[src/bwces_pkg.sv]
// constants and carriers for the burst-wrap configuration and ecc status registers
// Functional notes
// - boot drive-strength field sets live drive strength after every reset kind.
// - host may rewrite live drive strength; it takes effect without reset.
// - boot wrap-enable sets wrap state after reset; 0 wraps, 1 sequential; default 1.
// - only quad io and ddr quad io reads wrap; others stay sequential.
// - boot wrap size 00/01/10/11 gives 8/16/32/64 bytes; default 00.
// - live wrap size sets length and alignment of wrapped reads.
// - live wrap-enable lets the device enter or leave wrap mode at once.
// - live register read by 65h, written by 71h and by C0h.
// - every reset copies the whole boot byte into the live register.
// - register and otp reads never wrap; only main array reads do.
// - opcode 18h or 19h with unit address returns that unit's status.
// - status bit 2 flags a corrected single-bit error in the check code.
// - status bit 1 flags a corrected single-bit error in unit data.
// - status bit 0 flags correction disabled for the unit.
// - status bits default to 0 and only hardware sets them.
// - ecc status is volatile and read-only; host writes never change it.
// - status bits 7 to 3 may read as any value.
`default_nettype none
package bwces_pkg;
  localparam logic [7:0] OP_READ_ANY = 8'h65;
  localparam logic [7:0] OP_WRITE_ANY = 8'h71;
  localparam logic [7:0] OP_SET_BURST = 8'hC0;
  localparam logic [7:0] OP_ECC_READ_A = 8'h18;
  localparam logic [7:0] OP_ECC_READ_B = 8'h19;
  localparam logic [23:0] ADDR_CFG_BOOT = 24'h000040;
  localparam logic [23:0] ADDR_CFG_LIVE = 24'h000041;
  localparam int DS_LSB = 5;
  localparam int WE_BIT = 4;
  localparam int WL_LSB = 0;
  localparam logic [7:0] CFG_RSVD_MASK = 8'h0C;
  localparam logic [7:0] SBL_MASK = 8'h13;
  localparam logic [7:0] BOOT_DEFAULT = 8'h10;
  localparam int ECC_UNITS = 16;
  localparam int UNIT_BITS = 4;
  localparam int UNIT_SHIFT = 4;
  localparam logic [4:0] ECC_RSVD_VALUE = 5'h00;

  typedef enum logic [1:0] {
    rd_other = 2'b00,
    rd_quad_io = 2'b01,
    rd_ddr_quad_io = 2'b10
  } bwces_rd_kind_e;

  typedef struct packed {
    logic valid;
    logic [7:0] opcode;
    logic [23:0] addr;
    logic [7:0] wdata;
  } bwces_cmd_s;

  typedef struct packed {
    logic valid;
    bwces_rd_kind_e kind;
    logic main_array;
    logic [23:0] addr;
  } bwces_rd_start_s;

  typedef struct packed {
    logic valid;
    logic [UNIT_BITS-1:0] unit;
    logic code_err;
    logic data_err;
    logic corr_off;
  } bwces_ecc_upd_s;

  typedef struct packed {
    logic [7:0] boot;
    logic [7:0] live;
    logic [ECC_UNITS-1:0][2:0] ecc;
    logic [7:0] rdata;
    logic rvalid;
    logic [23:0] raddr;
    logic wrap;
    logic [1:0] wlen;
  } bwces_state_s;
endpackage
`default_nettype wire

[src/bwces_top.sv]
// burst-wrap configuration copies, ecc unit status and burst address stepping
`timescale 1ns/1ps
`default_nettype none
module bwces_top (
  input wire logic clk_sys_in,
  input wire logic reset_n_in,
  input wire logic ce_in,
  input wire logic hw_reset_in,
  input wire logic soft_reset_in,
  input wire bwces_pkg::bwces_cmd_s cmd_in,
  input wire bwces_pkg::bwces_rd_start_s rd_start_in,
  input wire logic byte_next_in,
  input wire bwces_pkg::bwces_ecc_upd_s ecc_upd_in,
  output logic [7:0] rdata_out,
  output logic rvalid_out,
  output logic [2:0] drive_strength_out,
  output logic wrap_on_out,
  output logic [1:0] wrap_size_out,
  output logic [23:0] read_addr_out,
  output logic wrap_active_out
);

  localparam bwces_pkg::bwces_state_s ST_RESET = '{
    boot: bwces_pkg::BOOT_DEFAULT,
    live: bwces_pkg::BOOT_DEFAULT,
    default: '0
  };

  bwces_pkg::bwces_state_s st;
  bwces_pkg::bwces_state_s next_st;

  ////////////////////////////////////////////////////////////////////////////
  // decoders

  function automatic logic [bwces_pkg::UNIT_BITS-1:0] unit_of(input logic [23:0] a);
    unit_of = a[bwces_pkg::UNIT_SHIFT +: bwces_pkg::UNIT_BITS];
  endfunction

  // 8/16/32/64 byte blocks
  function automatic logic [23:0] wrap_mask(input logic [1:0] len);
    case (len)
      2'b00: wrap_mask = 24'h000007;
      2'b01: wrap_mask = 24'h00000F;
      2'b10: wrap_mask = 24'h00001F;
      2'b11: wrap_mask = 24'h00003F;
      default: wrap_mask = 24'h000007;
    endcase
  endfunction

  function automatic logic is_ecc_read(input logic [7:0] op);
    is_ecc_read = (op == bwces_pkg::OP_ECC_READ_A) || (op == bwces_pkg::OP_ECC_READ_B);
  endfunction

  logic [23:0] cur_mask;
  logic [23:0] addr_inc;
  logic live_wrap_on;
  logic start_wraps;

  assign cur_mask = wrap_mask(st.wlen);
  assign addr_inc = st.raddr + 24'h000001;
  assign live_wrap_on = ~st.live[bwces_pkg::WE_BIT];
  // register and otp reads are flagged as not main array by the decoder
  assign start_wraps = live_wrap_on && rd_start_in.main_array &&
    ((rd_start_in.kind == bwces_pkg::rd_quad_io) ||
     (rd_start_in.kind == bwces_pkg::rd_ddr_quad_io));

  ////////////////////////////////////////////////////////////////////////////
  // next state

  always_comb begin
    next_st = st;
    next_st.rvalid = 1'b0;
    if (hw_reset_in || soft_reset_in) begin
      // commands in the same cycle are dropped: the reset owns the cycle
      next_st.live = st.boot;
      next_st.ecc = '0;
      next_st.wrap = 1'b0;
      next_st.rdata = 8'h00;
    end else begin
      if (cmd_in.valid) begin
        case (cmd_in.opcode)
          bwces_pkg::OP_READ_ANY: begin
            next_st.rvalid = 1'b1;
            if (cmd_in.addr == bwces_pkg::ADDR_CFG_BOOT) begin
              next_st.rdata = st.boot;
            end else if (cmd_in.addr == bwces_pkg::ADDR_CFG_LIVE) begin
              next_st.rdata = st.live;
            end else begin
              next_st.rdata = 8'h00;
            end
          end
          bwces_pkg::OP_WRITE_ANY: begin
            // nv program time is not modelled; the boot copy updates at once
            if (cmd_in.addr == bwces_pkg::ADDR_CFG_BOOT) begin
              next_st.boot = cmd_in.wdata & ~bwces_pkg::CFG_RSVD_MASK;
            end else if (cmd_in.addr == bwces_pkg::ADDR_CFG_LIVE) begin
              next_st.live = cmd_in.wdata & ~bwces_pkg::CFG_RSVD_MASK;
            end
            // any other address, including ecc status, is left alone
          end
          bwces_pkg::OP_SET_BURST: begin
            // keeps drive strength; only wrap enable and size move
            next_st.live = (st.live & ~bwces_pkg::SBL_MASK) |
              (cmd_in.wdata & bwces_pkg::SBL_MASK);
          end
          default: begin
            if (is_ecc_read(cmd_in.opcode)) begin
              next_st.rvalid = 1'b1;
              next_st.rdata = {bwces_pkg::ECC_RSVD_VALUE, st.ecc[unit_of(cmd_in.addr)]};
            end
          end
        endcase
      end
      // engine overwrites a unit with its latest result; the host cannot
      if (ecc_upd_in.valid) begin
        next_st.ecc[ecc_upd_in.unit] = {ecc_upd_in.code_err, ecc_upd_in.data_err,
          ecc_upd_in.corr_off};
      end
      if (rd_start_in.valid) begin
        next_st.raddr = rd_start_in.addr;
        next_st.wlen = st.live[bwces_pkg::WL_LSB +: 2];
        next_st.wrap = start_wraps;
      end else if (byte_next_in) begin
        if (st.wrap) begin
          next_st.raddr = (st.raddr & ~cur_mask) | (addr_inc & cur_mask);
        end else begin
          next_st.raddr = addr_inc;
        end
      end
    end
  end

  always_ff @(posedge clk_sys_in) begin
    if (!reset_n_in) begin
      st <= ST_RESET;
    end else if (ce_in) begin
      st <= next_st;
    end
  end

  assign rdata_out = st.rdata;
  assign rvalid_out = st.rvalid;
  assign drive_strength_out = st.live[bwces_pkg::DS_LSB +: 3];
  assign wrap_on_out = live_wrap_on;
  assign wrap_size_out = st.live[bwces_pkg::WL_LSB +: 2];
  assign read_addr_out = st.raddr;
  assign wrap_active_out = st.wrap;

  ////////////////////////////////////////////////////////////////////////////
  // checks

  logic go;
  logic any_rst;
  assign go = ce_in && reset_n_in;
  assign any_rst = hw_reset_in || soft_reset_in;

  a_por_defaults: assert property (@(posedge clk_sys_in)
    !reset_n_in |=> (st.boot == 8'h10) && (st.live == 8'h10) && (st.ecc == '0))
    else $error("power-on defaults wrong");

  a_reset_copy: assert property (@(posedge clk_sys_in) disable iff (!reset_n_in)
    ce_in && any_rst |=> (st.live == $past(st.boot)) && (drive_strength_out ==
      $past(st.boot[7:5])))
    else $error("reset did not copy boot byte");

  a_drive_update: assert property (@(posedge clk_sys_in) disable iff (!reset_n_in)
    go && !any_rst && cmd_in.valid && (cmd_in.opcode == 8'h71) &&
      (cmd_in.addr == bwces_pkg::ADDR_CFG_LIVE)
      |=> drive_strength_out == $past(cmd_in.wdata[7:5]))
    else $error("drive strength not updated");

  a_burst_write: assert property (@(posedge clk_sys_in) disable iff (!reset_n_in)
    go && !any_rst && cmd_in.valid && (cmd_in.opcode == 8'hC0)
      |=> (wrap_size_out == $past(cmd_in.wdata[1:0])) &&
        (wrap_on_out == !$past(cmd_in.wdata[4])) &&
        (drive_strength_out == $past(drive_strength_out)))
    else $error("set burst write wrong");

  a_rsvd_zero: assert property (@(posedge clk_sys_in) disable iff (!reset_n_in)
    (st.live[3:2] == 2'b00) && (st.boot[3:2] == 2'b00))
    else $error("reserved config bits set");

  a_ecc_answer: assert property (@(posedge clk_sys_in) disable iff (!reset_n_in)
    go && !any_rst && cmd_in.valid && is_ecc_read(cmd_in.opcode)
      |=> rvalid_out && (rdata_out[2:0] == $past(st.ecc[unit_of(cmd_in.addr)])))
    else $error("ecc status answer wrong");

  a_ecc_readonly: assert property (@(posedge clk_sys_in) disable iff (!reset_n_in)
    go && !any_rst && !ecc_upd_in.valid |=> st.ecc == $past(st.ecc))
    else $error("ecc status changed without hardware");

  a_seq_step: assert property (@(posedge clk_sys_in) disable iff (!reset_n_in)
    go && !any_rst && !st.wrap && byte_next_in && !rd_start_in.valid
      |=> read_addr_out == $past(read_addr_out) + 24'h000001)
    else $error("sequential step wrong");

  a_wrap_block: assert property (@(posedge clk_sys_in) disable iff (!reset_n_in)
    go && !any_rst && st.wrap && byte_next_in && !rd_start_in.valid
      |=> ((read_addr_out & ~$past(cur_mask)) == ($past(read_addr_out) & ~$past(cur_mask)))
        && ((read_addr_out & $past(cur_mask)) == ($past(addr_inc) & $past(cur_mask))))
    else $error("wrap left its block");

  a_other_nowrap: assert property (@(posedge clk_sys_in) disable iff (!reset_n_in)
    go && !any_rst && rd_start_in.valid &&
      (!rd_start_in.main_array || (rd_start_in.kind == bwces_pkg::rd_other))
      |=> !wrap_active_out)
    else $error("non-array read wraps");

  a_wrap_select: assert property (@(posedge clk_sys_in) disable iff (!reset_n_in)
    go && !any_rst && rd_start_in.valid && rd_start_in.main_array &&
      (rd_start_in.kind == bwces_pkg::rd_quad_io)
      |=> wrap_active_out == !$past(st.live[4]))
    else $error("wrap enable not honoured");

  a_ddr_select: assert property (@(posedge clk_sys_in) disable iff (!reset_n_in)
    go && !any_rst && rd_start_in.valid && rd_start_in.main_array &&
      (rd_start_in.kind == bwces_pkg::rd_ddr_quad_io)
      |=> wrap_active_out == !$past(st.live[4]))
    else $error("ddr wrap enable not honoured");

  a_len_latch: assert property (@(posedge clk_sys_in) disable iff (!reset_n_in)
    go && !any_rst && rd_start_in.valid |=> st.wlen == $past(st.live[1:0]))
    else $error("wrap length not latched");

  a_read_live: assert property (@(posedge clk_sys_in) disable iff (!reset_n_in)
    go && !any_rst && cmd_in.valid && (cmd_in.opcode == bwces_pkg::OP_READ_ANY) &&
      (cmd_in.addr == bwces_pkg::ADDR_CFG_LIVE)
      |=> rvalid_out && (rdata_out == $past(st.live)))
    else $error("live register read wrong");

  a_read_boot: assert property (@(posedge clk_sys_in) disable iff (!reset_n_in)
    go && !any_rst && cmd_in.valid && (cmd_in.opcode == bwces_pkg::OP_READ_ANY) &&
      (cmd_in.addr == bwces_pkg::ADDR_CFG_BOOT)
      |=> rvalid_out && (rdata_out == $past(st.boot)))
    else $error("boot register read wrong");

  a_unmapped_read: assert property (@(posedge clk_sys_in) disable iff (!reset_n_in)
    go && !any_rst && cmd_in.valid && (cmd_in.opcode == bwces_pkg::OP_READ_ANY) &&
      (cmd_in.addr != bwces_pkg::ADDR_CFG_BOOT) && (cmd_in.addr != bwces_pkg::ADDR_CFG_LIVE)
      |=> rvalid_out && (rdata_out == 8'h00))
    else $error("unmapped read not zero");

  a_write_live: assert property (@(posedge clk_sys_in) disable iff (!reset_n_in)
    go && !any_rst && cmd_in.valid && (cmd_in.opcode == bwces_pkg::OP_WRITE_ANY) &&
      (cmd_in.addr == bwces_pkg::ADDR_CFG_LIVE)
      |=> st.live == $past(cmd_in.wdata & ~bwces_pkg::CFG_RSVD_MASK))
    else $error("live register write wrong");

  a_write_boot: assert property (@(posedge clk_sys_in) disable iff (!reset_n_in)
    go && !any_rst && cmd_in.valid && (cmd_in.opcode == bwces_pkg::OP_WRITE_ANY) &&
      (cmd_in.addr == bwces_pkg::ADDR_CFG_BOOT)
      |=> (st.boot == $past(cmd_in.wdata & ~bwces_pkg::CFG_RSVD_MASK)) &&
        (st.live == $past(st.live)))
    else $error("boot register write wrong");

  a_stray_write: assert property (@(posedge clk_sys_in) disable iff (!reset_n_in)
    go && !any_rst && cmd_in.valid && (cmd_in.opcode == bwces_pkg::OP_WRITE_ANY) &&
      (cmd_in.addr != bwces_pkg::ADDR_CFG_BOOT) && (cmd_in.addr != bwces_pkg::ADDR_CFG_LIVE)
      |=> (st.boot == $past(st.boot)) && (st.live == $past(st.live)))
    else $error("stray write changed a register");

  a_ecc_reserved: assert property (@(posedge clk_sys_in) disable iff (!reset_n_in)
    go && !any_rst && cmd_in.valid && is_ecc_read(cmd_in.opcode)
      |=> rdata_out[7:3] == bwces_pkg::ECC_RSVD_VALUE)
    else $error("ecc reserved bits wrong");

  a_rvalid_reads: assert property (@(posedge clk_sys_in) disable iff (!reset_n_in)
    go && !(!any_rst && cmd_in.valid &&
      ((cmd_in.opcode == bwces_pkg::OP_READ_ANY) || is_ecc_read(cmd_in.opcode)))
      |=> !rvalid_out)
    else $error("answer without a read");

  a_boot_kept: assert property (@(posedge clk_sys_in) disable iff (!reset_n_in)
    go && any_rst |=> st.boot == $past(st.boot))
    else $error("reset changed boot copy");

  a_reset_idle: assert property (@(posedge clk_sys_in) disable iff (!reset_n_in)
    go && any_rst |=> !rvalid_out && !wrap_active_out && (rdata_out == 8'h00))
    else $error("reset left burst or answer");

  ////////////////////////////////////////////////////////////////////////////
  // per-unit status checks

  // an update aims at one unit only; every other unit must hold its value
  for (genvar u = 0; u < bwces_pkg::ECC_UNITS; u++) begin : g_unit_chk
    localparam int UB = bwces_pkg::UNIT_BITS;

    a_unit_hold: assert property (@(posedge clk_sys_in) disable iff (!reset_n_in)
      go && !any_rst && !(ecc_upd_in.valid && (ecc_upd_in.unit == UB'(u)))
        |=> st.ecc[u] == $past(st.ecc[u]))
      else $error("unit status changed without update");

    a_unit_store: assert property (@(posedge clk_sys_in) disable iff (!reset_n_in)
      go && !any_rst && ecc_upd_in.valid && (ecc_upd_in.unit == UB'(u))
        |=> st.ecc[u] == $past({ecc_upd_in.code_err, ecc_upd_in.data_err,
          ecc_upd_in.corr_off}))
      else $error("unit status update lost");

    a_unit_clear: assert property (@(posedge clk_sys_in) disable iff (!reset_n_in)
      go && any_rst |=> st.ecc[u] == 3'h0)
      else $error("unit status not cleared by reset");
  end

  ////////////////////////////////////////////////////////////////////////////
  // coverage

  c_wrap_return: cover property (@(posedge clk_sys_in) disable iff (!reset_n_in)
    go && st.wrap && byte_next_in && ((st.raddr & cur_mask) == cur_mask));
  c_ecc_flag: cover property (@(posedge clk_sys_in) disable iff (!reset_n_in)
    go && cmd_in.valid && is_ecc_read(cmd_in.opcode) ##1 rdata_out[1]);
  c_soft_reset: cover property (@(posedge clk_sys_in) disable iff (!reset_n_in)
    go && soft_reset_in && (st.boot != st.live));
  c_hw_reset: cover property (@(posedge clk_sys_in) disable iff (!reset_n_in)
    go && hw_reset_in && (st.boot != st.live));
  c_ddr_wrap: cover property (@(posedge clk_sys_in) disable iff (!reset_n_in)
    go && rd_start_in.valid && (rd_start_in.kind == bwces_pkg::rd_ddr_quad_io) ##1 st.wrap);

endmodule // bwces_top
`default_nettype wire

[config.mk]
export PLATFORM = sky130hd
export DESIGN_NAME = bwces_top
export DESIGN_NICKNAME = d
export VERILOG_FILES = /design/src/bwces_pkg.sv /design/src/bwces_top.sv
export SDC_FILE = /design/constraint.sdc
export NUM_CORES = 1
export LEC_CHECK = 0
export BUFFER_PORTS_ARGS = -buffer_cell sky130_fd_sc_hd__buf_2
export CORE_ASPECT_RATIO = 0.5
export CORE_MARGIN = 2
export CORE_UTILIZATION = 37
export DETAILED_ROUTE_END_ITERATION = 7
export PLACE_DENSITY = 0.62
export SETUP_SLACK_MARGIN = 0.3
export SKIP_CTS_REPAIR_TIMING = 1
export SYNTH_ARGS = -nofsm -noshare
export SYNTH_HDL_FRONTEND = slang
export SYNTH_SLANG_ARGS = --single-unit
[constraint.sdc]
create_clock -name clk_sys_in -period 3.73 [get_ports clk_sys_in]
set_input_delay 0.1865 -clock clk_sys_in [delete_from_list [all_inputs] [get_ports clk_sys_in]]
set_output_delay 0.1865 -clock clk_sys_in [all_outputs]
set_load 0.1 [all_outputs]
# == Word-level counts from Yosys, hierarchy flattened ==
# Cells that the tools add are included.
# word_totals
reg_bits,98
input_bits,83
wordCells,93
output_inout_bits,40
# classes
addsub,1
n_reduce_logical,21
mux,23
n_bitwise,7
n_eq_ne,15
n_lt_le_gt_ge,3
# op_table
op,count
$pmux 24 s4,1
$mux 24,3
$mux 64,1
$and 24x24->24,2
$bwmux 48,1
$eq 24x7->1 const B,2
$mux 48,1
$mux 8,5
$mux 25,1
$add 24x1->24 const B,1
$not 24->24,1
$or 24x24->24,1
$mux 9,2
$pmux 9 s2,1
$eq 8x5->1 const B,2
$eq 8x7->1 const B,2
$pmux 8 s2,1
$bmux 3 s4,1
$demux 3 s4,1
$lt 4x5->1 const B,2
$reduce_and 5->1,2
$mux 3,3
$eq 8x8->1 const B,1
$or 8x5->8,1
16 further kinds,31

# == Logic depth before layout (Yosys ltp) ==
# Gate-level depths: netlist of run 1.
# depth
depth_word,9
ltp_mapped,7
mapped_depth_nobuf,6

# == Worst setup path before layout of run 1 ==
# No wires, ideal clock.
# synth_path
kind,register to register
start,reg st (netlist bit wrap_active_out)
end,reg st (netlist bit read_addr_out[9])
stages_incl_launch_ff,8
t_required_ps,3602
synth_period_minus_slack_ps,2165
path_buffers,2
arrival_time_ps,2037
setup_time_ps,128
setup_slack_ps,1565
cell_sequence,dfxtp_1 -> buf_2 -> or2_2 -> clkbuf_1 -> nor2_1 -> a22o_1 -> a22oi_1 -> nor2_1
# synth_via
elab_chain_len,3
# synth_lines
element,line_no,text
start: declaration,bwces_top.sv:29,bwces_pkg::bwces_state_s st;
start signal: assignment,bwces_top.sv:137,st <= next_st;
$mux 24,bwces_top.sv:124,if (st.wrap) begin
$mux 24,bwces_top.sv:123,end else if (byte_next_in) begin
$mux 24,bwces_top.sv:119,if (rd_start_in.valid) begin
# No other way between the ends. The select of a mux whose other input is x is not followed.
# A chain may end at the register's enable or synchronous reset.

# == Final worst setup path of run 1 ==
# layout_path
start,reg st (netlist bit wrap_active_out)
end,reg st (netlist bit read_addr_out[5])
# Same word-level chain as after synthesis.

==> results of run 1 <==
## metal layers
metal / vias to the layer above / global-route usage, % / share of wire (%)
li1: 2349 / - / -
met1: 2361 / 24.6 / 46
met2: 112 / 31.8 / 49
met3: 9 / 3.62 / 4.6
met4: 0 / 4.35 / 0.74
met5: - / 0 / 0
## kinds of logic (layout without fill, tap and decap cells)
group	after synthesis	after routing	share of synthesized area, %
adders and majority gates	1	1	0.238
xor gates and xnor gates	2	2	0.334
buffers and inverters	79	147	8.89
muxes	36	36	9.89
DFF	96	96	36.6
and+or+nand+nor	209	209	20.3
AOI/OAI and AO/OA	176	176	23.8
## area by class of cell
type | instances | share of cell area [%]
Multi-Input combinational cell | 424 | 47.7
Sequential cell | 96 | 32.0
Timing Repair Buffer | 122 | 10.3
Tap cell | 192 | 4.00
Clock buffer | 9 | 3.75
Clock inverter | 7 | 1.71
Inverter | 9 | 0.563
## critical path: stages, from the launching register on
cell and delay (ns):
dfxtp_1 0.50, nor2b_1 0.11, o21ai_1 0.85, a31oi_1 0.19, o21ai_1 0.17, a21oi_1 0.05
## where the power goes
| group | total, uW | switching (uW) | leakage [uW] | internal (uW) |
|---|---|---|---|---|
| Clock | 1020 | 428 | 0.000150 | 595 |
| Combinational | 299 | 211 | 0.00142 | 88.3 |
| Sequential | 1050 | 14.1 | 0.000775 | 1040 |
## how the worst max path moves through the flow
stage,start,to,slack (ns),depth (start not counted)
detailed placement,soft_reset_in,st[65]$_SDFFE_PN0P_,1.49,6
CTS,wrap_active_out$_SDFFE_PN0P_,read_addr_out[5]$_SDFFE_PN0P_,1.77,5
global placement,soft_reset_in,st[80]$_SDFFE_PN0P_,1.55,6
floorplan,wrap_active_out$_SDFFE_PN0P_,read_addr_out[9]$_SDFFE_PN0P_,1.57,7
finish,wrap_active_out$_SDFFE_PN0P_,read_addr_out[5]$_SDFFE_PN0P_,1.74,5
global route,wrap_active_out$_SDFFE_PN0P_,read_addr_out[5]$_SDFFE_PN0P_,1.60,5
## metrics by stage
step | total power [uW] | area [um^2] | utilization, % | hold slack (ns)
6_report | 2370 | 6000 | 43.8 | 0.0963
5_1_grt | 2450 | 6000 | 43.8 | 0.0857
4_1_cts | 2400 | 6000 | 43.8 | 0.0884
3_5_place_dp | 1370 | 5670 | 41.4 | 0.439
3_3_place_gp | 1370 | 5670 | 41.4 | 0.438
2_1_floorplan | 1290 | 5250 | - | 0.312
## state kept, by name, indices dropped and copies added (netlist names)
name and flops:
rvalid_out 1, rdata_out 8, wrap_active_out 1, wrap_size_out 2
st 57, read_addr_out 24, drive_strength_out 3
## layout by cell type (no fill, tap or decap), types with 4 or more instances in the layout
cell / Yosys / routed
a22oi_1: 50 / 50
clkbuf_16: 0 / 9
mux2i_1: 17 / 17
mux2_2: 7 / 7
a32oi_1: 4 / 4
a211oi_1: 8 / 8
nor2_1: 95 / 95
a22o_1: 8 / 8
nor3_1: 16 / 16
nor4_1: 6 / 6
nand2b_1: 5 / 5
nand2_1: 28 / 28
a31oi_1: 6 / 6
o21ai_0: 26 / 26
a21oi_1: 22 / 22
buf_2: 13 / 120
dfxtp_1: 96 / 96
nand4_1: 12 / 12
and3_1: 5 / 5
inv_1: 8 / 8
mux4_2: 12 / 12
o31a_1: 4 / 4
nand3_1: 13 / 13
o2111ai_1: 4 / 4
nor2b_1: 5 / 5
o21ai_1: 7 / 7
o21a_1: 4 / 4
==> flow_metrics.py, run 1 <==
metrics = {
    "placed_design": {
        "pre_cts_slack_ns": 1.49,
        "io_buffer_count": 120,
        "dp.cells": 843,
        "place.gp.congestion": 0.779,
        "hpwl_mm": 10.2,
    },
    "synthesis": {
        "synth.distinct_cells": 69,
        "syn-num-nets": 683,
        "synthFlopType": "dfxtp_1",
        "synth_top_area_share_pct": 36.6,
        "ys_seq_elements": 96,
        "syn_area_um2": 5250,
        "synth_area_leader_cell": "dfxtp_1",
        "async_reset_ff_share_pct": 0,
        "ys_warn_count": 0,
        "ys_seq_area_share_pct": 36.6,
        "synthTopCellsByCount": "dfxtp_1, nor2_1, a22oi_1, buf_4, nand2_1",
        "synthCells": 599,
        "synth.area.top_cells": "dfxtp_1, a22oi_1, nor2_1, buf_4, mux4_2",
        "synth_edf_count": 0,
        "yosysMostFrequentCell": "dfxtp_1",
        "avgSynthCellArea_um2": 8.77,
    },
    "timing": {
        "fin_skew_ns": 0.00883,
        "setup_viol": 0,
        "setup_slack_ns": 1.74,
        "period_share_pct": 53.5,
        "hold_viol_final": 0,
        "slew_headroom_pct": 27.3,
        "slew_violations": 0,
        "fin_crit_ns": 1.99,
        "tns_ns": 0,
        "rsz0062_at_grt": "false",
        "worstMarginPinSlew_ns": 1.08,
        "fmax_mhz": 501,
    },
    "critical_path": {
        "ff2ff_path_depth": 5,
        "required_ns": 3.94,
        "worst_setup_path_end_kind": "flop",
        "startpoint_type": "flop",
        "arrival_ns": 2.20,
        "cp_max_fo": 14,
        "rr_startpoint": "wrap_active_out$_SDFFE_PN0P_",
        "r2r-end": "read_addr_out[5]$_SDFFE_PN0P_",
        "r2r_setup_slack_ns": 1.74,
        "setup.worst_path.class": "reg2reg",
    },
    "floorplan": {
        "fp.dieArea_um2": 15200,
        "die_y_um": 88.2,
        "ios": 123,
        "fp-row-count": 30,
        "start_util_pct": 38.3,
        "die_w_um": 172,
        "fp.coreArea_um2": 13700,
    },
    "cts": {
        "numCtsBuffers": 9,
        "htreeDepth": 3,
        "clk_path_buf_depth": 2,
        "cts_tree": "yes",
        "cts_root_buffer": "clkbuf_16",
        "clk-insertion-delay-late_ns": 0.35,
        "cts.clk_slew.worst_paths_ns": 0.07,
        "cts.sinks": 96,
    },
    "finish": {
        "area_growth_pct": 14.3,
        "final_nets": 746,
        "antenna_cells": 0,
        "num-fill-cells": 1376,
        "drive_gt1_share_pct": 26.2,
        "multi_input_area_um2": 2860,
        "regArea_um2": 1920,
        "final_cells": 859,
    },
    "run": {
        "drv_cap": 0,
    },
    "global_route": {
        "grt_pass1_wl_mm": 22.3,
        "grt_pass1_vias": 4290,
        "grt_max_degree": 56,
        "grt-ovfl-total": 0,
        "grt_usage_pct": 18.6,
        "antenna_found_initial": 0,
    },
    "power_and_ir_drop": {
        "power_density_nw_per_um2": 395,
        "irDropWorstVdd_mv": 0.227,
        "p_leak_uw": 0.00235,
    },
    "worst_hold_path": {
        "hold_depth": 3,
        "min_from": "cmd_in[4]",
        "min_to": "st[96]$_SDFFE_PN1P_",
        "worstHoldPathType": "in2reg",
    },
    "drt": {
        "drt_pass1_iterations": 4,
        "wire_per_inst_um": 16.7,
        "viasPerCell": 5.62,
        "drc": 0,
        "drtIter0Drc": 352,
        "wirelength_mm": 14.4,
        "vias": 4831,
        "final_antenna_net_count": 0,
    },
    "run_status": {
        "status": "finished, final reports clean",
    },
}
Power figures use the tool's default switching activity.
==> run 2, diff against run 1 <==
--- a/config.mk
+++ b/config.mk
@@ -5,12 +5,13 @@
 export SDC_FILE = /design/constraint.sdc
 export NUM_CORES = 1
 export LEC_CHECK = 0
+export ABC_AREA = 1
 export BUFFER_PORTS_ARGS = -buffer_cell sky130_fd_sc_hd__buf_2
 export CORE_ASPECT_RATIO = 0.5
 export CORE_MARGIN = 2
 export CORE_UTILIZATION = 37
 export DETAILED_ROUTE_END_ITERATION = 7
-export PLACE_DENSITY = 0.62
+export PLACE_DENSITY = 0.63
 export SETUP_SLACK_MARGIN = 0.3
 export SKIP_CTS_REPAIR_TIMING = 1
 export SYNTH_ARGS = -nofsm -noshare
==> constraint.sdc (replaced) <==
create_clock -name clk_sys_in -period 1.8 [get_ports clk_sys_in]
set_input_delay 0.09 -clock clk_sys_in [delete_from_list [all_inputs] [get_ports clk_sys_in]]
set_output_delay 0.09 -clock clk_sys_in [all_outputs]
set_load 0.1 [all_outputs]
==> flow_metrics.py, run 2 <==
metrics = {
    "drt": {
        "drc": 0,
        "wire_per_inst_um": 13.9,
        "drt_pass1_iterations": 6,
        "vias": 5895,
        "final_antenna_net_count": 0,
        "viasPerCell": 5.04,
        "drtIter0Drc": 392,
        "wirelength_mm": 16.3,
    },
    "placed_design": {
        "hpwl_mm": 11.9,
        "placed_area_um2": 6320,
        "place.gp.congestion": 0.902,
        "io_buffer_count": 120,
    },
    "global_route": {
        "grt_usage_pct": 19.7,
        "grt_max_degree": 38,
        "grt-ovfl-total": 0,
        "antenna_found_initial": 0,
        "grt_pass1_vias": 5554,
        "grt_pass1_wl_mm": 26.7,
    },
    "synthesis": {
        "synth_top_area_share_pct": 33.3,
        "avgSynthCellArea_um2": 6.59,
        "synth.area.top_cells": "dfxtp_1, nand2_1, a21oi_1, nor2_1, buf_4",
        "yosysMostFrequentCell": "nand2_1",
        "ys_seq_elements": 96,
        "ys_seq_area_share_pct": 33.3,
        "syn-num-nets": 959,
        "async_reset_ff_share_pct": 0,
        "synth.distinct_cells": 43,
        "ys_warn_count": 0,
        "synth_area_leader_cell": "dfxtp_1",
        "synthFlopType": "dfxtp_1",
        "synth_edf_count": 0,
        "syn_area_um2": 5770,
        "synthCells": 875,
        "synthTopCellsByCount": "nand2_1, dfxtp_1, nor2_1, a21oi_1, inv_1",
    },
    "timing": {
        "setup_viol": 0,
        "rsz0062_at_grt": "true",
        "fin_skew_ns": 0.0124,
        "slew_headroom_pct": 65.3,
        "period_share_pct": 84.7,
        "tns_ns": 0,
        "fmax_mhz": 656,
        "hold_viol_final": 0,
        "fin_crit_ns": 1.52,
        "slew_violations": 0,
        "worstMarginPinSlew_ns": 0.524,
    },
    "finish": {
        "layout_commonest_cell": "nand2_1",
        "area_growth_pct": 18.7,
        "final_util_pct": 44.7,
        "num-fill-cells": 1634,
        "layout_common_cells": "nand2_1, buf_2, a21oi_1",
        "drive_gt1_share_pct": 26.4,
        "final_nets": 1045,
        "antenna_cells": 0,
        "top_register": "st",
        "multi_input_area_um2": 3260,
        "largest_reg_flops": 57,
        "final_cell_area_um2": 6850,
        "regArea_um2": 1950,
    },
    "power_and_ir_drop": {
        "p_total_uw": 5080,
        "power_density_nw_per_um2": 742,
        "irDropWorstVdd_mv": 0.466,
        "p_leak_uw": 0.00279,
    },
    "cts": {
        "numCtsBuffers": 9,
        "clk_path_buf_depth": 2,
        "htreeDepth": 3,
        "cts.sinks": 96,
        "cts_tree": "yes",
        "clk-insertion-delay-late_ns": 0.35,
        "cts.clk_slew.worst_paths_ns": 0.07,
        "cts_root_buffer": "clkbuf_16",
    },
    "run": {
        "drv_cap": 0,
    },
    "floorplan": {
        "fp.coreArea_um2": 15300,
        "ios": 123,
        "fp-row-count": 32,
        "die_y_um": 92.3,
        "die_w_um": 181,
        "start_util_pct": 37.6,
        "fp.dieArea_um2": 16700,
    },
    "critical_path": {
        "cp_max_fo": 8,
        "startpoint_type": "flop",
        "setup.worst_path.class": "reg2reg",
        "arrival_ns": 1.81,
        "required_ns": 2.09,
        "worst_setup_path_end_kind": "flop",
    },
    "worst_hold_path": {
        "worstHoldPathType": "in2reg",
    },
    "run_status": {
        "status": "finished, final reports clean",
    },
}
==> run 2: changes by cell type in the layout (fill, tap and decap cells not counted), moves of 20 or more <==
cell,previous run,this run
nand3_1,13,33
inv_1,8,62
nand2_1,28,225
o21ai_1,7,36
a21oi_1,22,92
a21oi_2,0,25
a22oi_1,50,3
==> run 2: report_power, final <==
part / switching, uW / total [uW] / internal (uW)
clock network: 930 / 2040 / 1110
logic: 622 / 842 / 220
registers: 43.4 / 2200 / 2160
total: 1600 / 5080 / 3480
==> run 2: cell type report <==
cell class | count | area share [%]
repair buffers | 140 | 11.1
inverters | 77 | 4.48
flip-flops and latches | 96 | 28.5
well taps | 204 | 3.73
multi-input cells | 637 | 47.6
clock buffers | 9 | 3.29
clock inverters | 7 | 1.24
==> run 2: critical path, cell delays in order (launching register included) <==
cell and delay [ns]:
dfxtp_4 0.37, ha_4 0.15, nand2_4 0.06, inv_4 0.06
nand2_4 0.06, nor2_4 0.13, nand2_2 0.09, nor2_4 0.19
nand2_1 0.08, nand2_1 0.06, nand3_1 0.08, a21oi_2 0.13
==> run 2: path summary, 6_finish.rpt <==
| kind | from | endpoint | slack (ns) | depth (start not counted) |
|---|---|---|---|---|
| min reg2reg | rdata_out[3]$_SDFFE_PN0P_ | rdata_out[3]$_SDFFE_PN0P_ | 0.44 | 2 |
| min | rd_start_in[2] | read_addr_out[2]$_SDFFE_PN0P_ | 0.002 | 3 |
| max | read_addr_out[1]$_SDFFE_PN0P_ | read_addr_out[16]$_SDFFE_PN0P_ | 0.28 | 11 |
| max reg2reg | read_addr_out[1]$_SDFFE_PN0P_ | read_addr_out[16]$_SDFFE_PN0P_ | 0.28 | 11 |
==> run 2: stage by stage <==
stage | hold WS (ns) | setup WS (ns) | cells
CTS | -0.00878 | 0.0884 | 1161
finish | 0.00151 | 0.276 | 1170
global route | 0.00380 | 0.130 | 1170
floorplan | 0.242 | 0.317 | 875
global placement | 0.353 | 0.177 | 1145
detailed placement | 0.354 | 0.111 | 1145
==> run 2: logic make-up (layout without fill, tap and decap cells) <==
| family | after synthesis | count (layout) | synth area share [%] |
|---|---|---|---|
| xor gates and xnor gates | 2 | 2 | 0.304 |
| adders and majority gates | 1 | 1 | 0.217 |
| AOI/OAI and AO/OA | 225 | 225 | 22.2 |
| buffers and inverters | 142 | 233 | 12.4 |
| DFF | 96 | 96 | 33.3 |
| and+or+nand+nor | 409 | 409 | 31.6 |
==> run 2: per-layer routing <==
metal  routed length, um  vias up  track usage [%]
li1                    -     3014                -
met1                7500     2699             25.6
met2                7790      163             33.8
met3                 834       19             4.17
met4                 184        0             4.44
met5                   0        -                0
==> run 3, diff against run 2 <==
==> constraint.sdc (replaced) <==
create_clock -name clk_sys_in -period 1.3 [get_ports clk_sys_in]
set_input_delay 0.065 -clock clk_sys_in [delete_from_list [all_inputs] [get_ports clk_sys_in]]
set_output_delay 0.065 -clock clk_sys_in [all_outputs]
set_load 0.1 [all_outputs]
==> flow_metrics.py, run 3 (synthesis gave the netlist of run 2 again) <==
metrics = {
    "floorplan": {
        "start_util_pct": 37.6,
        "ios": 123,
        "fp-row-count": 32,
        "die_y_um": 92.3,
        "fp.coreArea_um2": 15300,
        "fp.dieArea_um2": 16700,
        "die_w_um": 181,
    },
    "placed_design": {
        "dp.cells": 1207,
        "placed_area_um2": 7000,
        "io_buffer_count": 120,
        "hpwl_mm": 12.3,
        "place.gp.congestion": 0.888,
    },
    "power_and_ir_drop": {
        "p_seq_share_pct": 40.8,
        "p_comb_share_pct": 20.9,
        "netSwitchingPower_uw": 2340,
        "power_density_nw_per_um2": 884,
        "irDropWorstVdd_mv": 0.632,
        "p_int_uw": 5100,
        "p_leak_uw": 0.00336,
        "sw_frac_of_total_pct": 31.4,
        "pwr-share-clk_pct": 38.3,
    },
    "global_route": {
        "grt_pass1_wl_mm": 27.0,
        "grt-ovfl-total": 0,
        "grt_pass1_vias": 5661,
        "grt_max_degree": 55,
        "antenna_found_initial": 0,
        "grt_usage_pct": 19.9,
    },
    "timing": {
        "holdWs_ns": -0.0155,
        "slew_headroom_pct": 76.6,
        "fin_crit_ns": 1.44,
        "rsz0062_at_grt": "true",
        "setup_slack_ns": -0.142,
        "fin_skew_ns": 0.00888,
        "fmax_mhz": 693,
        "setup_viol": 15,
        "period_share_pct": 111,
        "slew_violations": 0,
        "hold_viol_final": 5,
        "worstMarginPinSlew_ns": 0.349,
    },
    "drt": {
        "drt_pass1_iterations": 5,
        "final_antenna_net_count": 0,
        "wire_per_inst_um": 14.3,
        "vias": 6346,
        "viasPerCell": 5.11,
        "drc": 0,
        "drtIter0Drc": 301,
        "wirelength_mm": 17.7,
    },
    "critical_path": {
        "critical-path-top-delay-family": "simple AND/OR/NAND/NOR gates",
        "r2r-end": "read_addr_out[20]$_SDFFE_PN0P_",
        "worst_setup_path_end_kind": "flop",
        "path_cells": "ha_4, nand2_4, inv_4, nand2_4, nor2_4, nand2_2, nor2_4, nand2_1, nand2_1, nand3_2, a21oi_2",
        "arrival_ns": 1.73,
        "rr_startpoint": "read_addr_out[0]$_SDFFE_PN0P_",
        "path_buf_inv": 1,
        "startpoint_type": "flop",
        "ff2ff_path_depth": 11,
        "r2r_setup_slack_ns": -0.14,
        "max_stage_delay_ns": 0.38,
        "required_ns": 1.59,
        "cp_max_fo": 8,
        "setup.worst_path.class": "reg2reg",
        "crit_slowest_cell": "dfxtp_4",
        "cp-startpoint": "read_addr_out[0]$_SDFFE_PN0P_",
    },
    "cts": {
        "htreeDepth": 3,
        "cts.clk_slew.worst_paths_ns": 0.08,
        "clk-insertion-delay-late_ns": 0.36,
        "cts_tree": "yes",
        "numCtsBuffers": 9,
        "cts_root_buffer": "clkbuf_16",
        "clk_path_buf_depth": 2,
        "cts.sinks": 96,
    },
    "finish": {
        "largest_reg_flops": 57,
        "multi_input_area_um2": 3480,
        "final_cell_area_um2": 8420,
        "top_register": "st",
        "drive_gt1_share_pct": 38.5,
        "area_growth_pct": 45.9,
        "num-fill-cells": 1427,
        "regArea_um2": 2010,
        "antenna_cells": 0,
        "layout_commonest_cell": "nand2_1",
        "layout_common_cells": "nand2_1, a21oi_1, buf_2",
        "final_cells": 1243,
        "final_nets": 1118,
    },
    "worst_hold_path": {
        "worstHoldPathType": "in2reg",
        "hold_depth": 3,
        "min_to": "read_addr_out[10]$_SDFFE_PN0P_",
        "min_from": "rd_start_in[10]",
    },
    "run_status": {
        "status": "finished, violations left",
        "violations": "hold timing, setup timing",
    },
    "run": {
        "drv_cap": 0,
    },
}
## run 3: power groups by stage
| stage | logic [uW] | clock network, uW | registers, uW |
|---|---|---|---|
| detailed placement | 1310 | 0 | 3100 |
| finish | 1560 | 2850 | 3040 |
| CTS | 1320 | 2890 | 3030 |
| global route | 1660 | 3030 | 3040 |
| floorplan | 893 | 0 | 3100 |
| global placement | 1300 | 0 | 3100 |
## run 3: per-layer routing
metal	up-vias	global-route usage, %	part of all wire (%)
met2	160	33.4	49
li1	3173	-	-
met1	2985	26.5	45
met3	28	3.97	4.4
met4	0	4.77	1.5
met5	-	0	0
## run 3: area by class of cell
type / instances / share of cell area, %
Multi-Input combinational cell: 638 / 41.3
Timing Repair Buffer: 212 / 24.3
Sequential cell: 96 / 23.8
Inverter: 77 / 3.78
Tap cell: 204 / 3.03
Clock buffer: 9 / 2.68
Clock inverter: 7 / 1.04
## run 3: worst max-delay path by stage
stage	endpoint	cells after the start
final	read_addr_out[20]$_SDFFE_PN0P_	11
after global routing	read_addr_out[20]$_SDFFE_PN0P_	11
after CTS	read_addr_out[21]$_SDFFE_PN0P_	7
after detailed placement	read_addr_out[21]$_SDFFE_PN0P_	7
after global placement	read_addr_out[21]$_SDFFE_PN0P_	6
after floorplan	read_addr_out[18]$_SDFFE_PN0P_	11
## run 3: metrics by stage
stage	worst slack [ns]	util, %	power [uW]	setup TNS (ns)
after floorplan	-0.0948	-	3990	-0.925
after global placement	-0.190	45.6	4400	-2.54
after CTS	-0.216	47.7	7240	-3.82
final	-0.142	54.9	7440	-1.15
after detailed placement	-0.234	45.6	4410	-3.40
after global routing	-0.224	54.9	7730	-2.91
## run 3: worst register-to-register path, stage by stage, from the launching register on
cell and delay [ns]:
dfxtp_4 0.38, ha_4 0.15, nand2_4 0.05, inv_4 0.06
nand2_4 0.05, nor2_4 0.10, nand2_2 0.08, nor2_4 0.17
nand2_1 0.07, nand2_1 0.08, nand3_2 0.06, a21oi_2 0.14
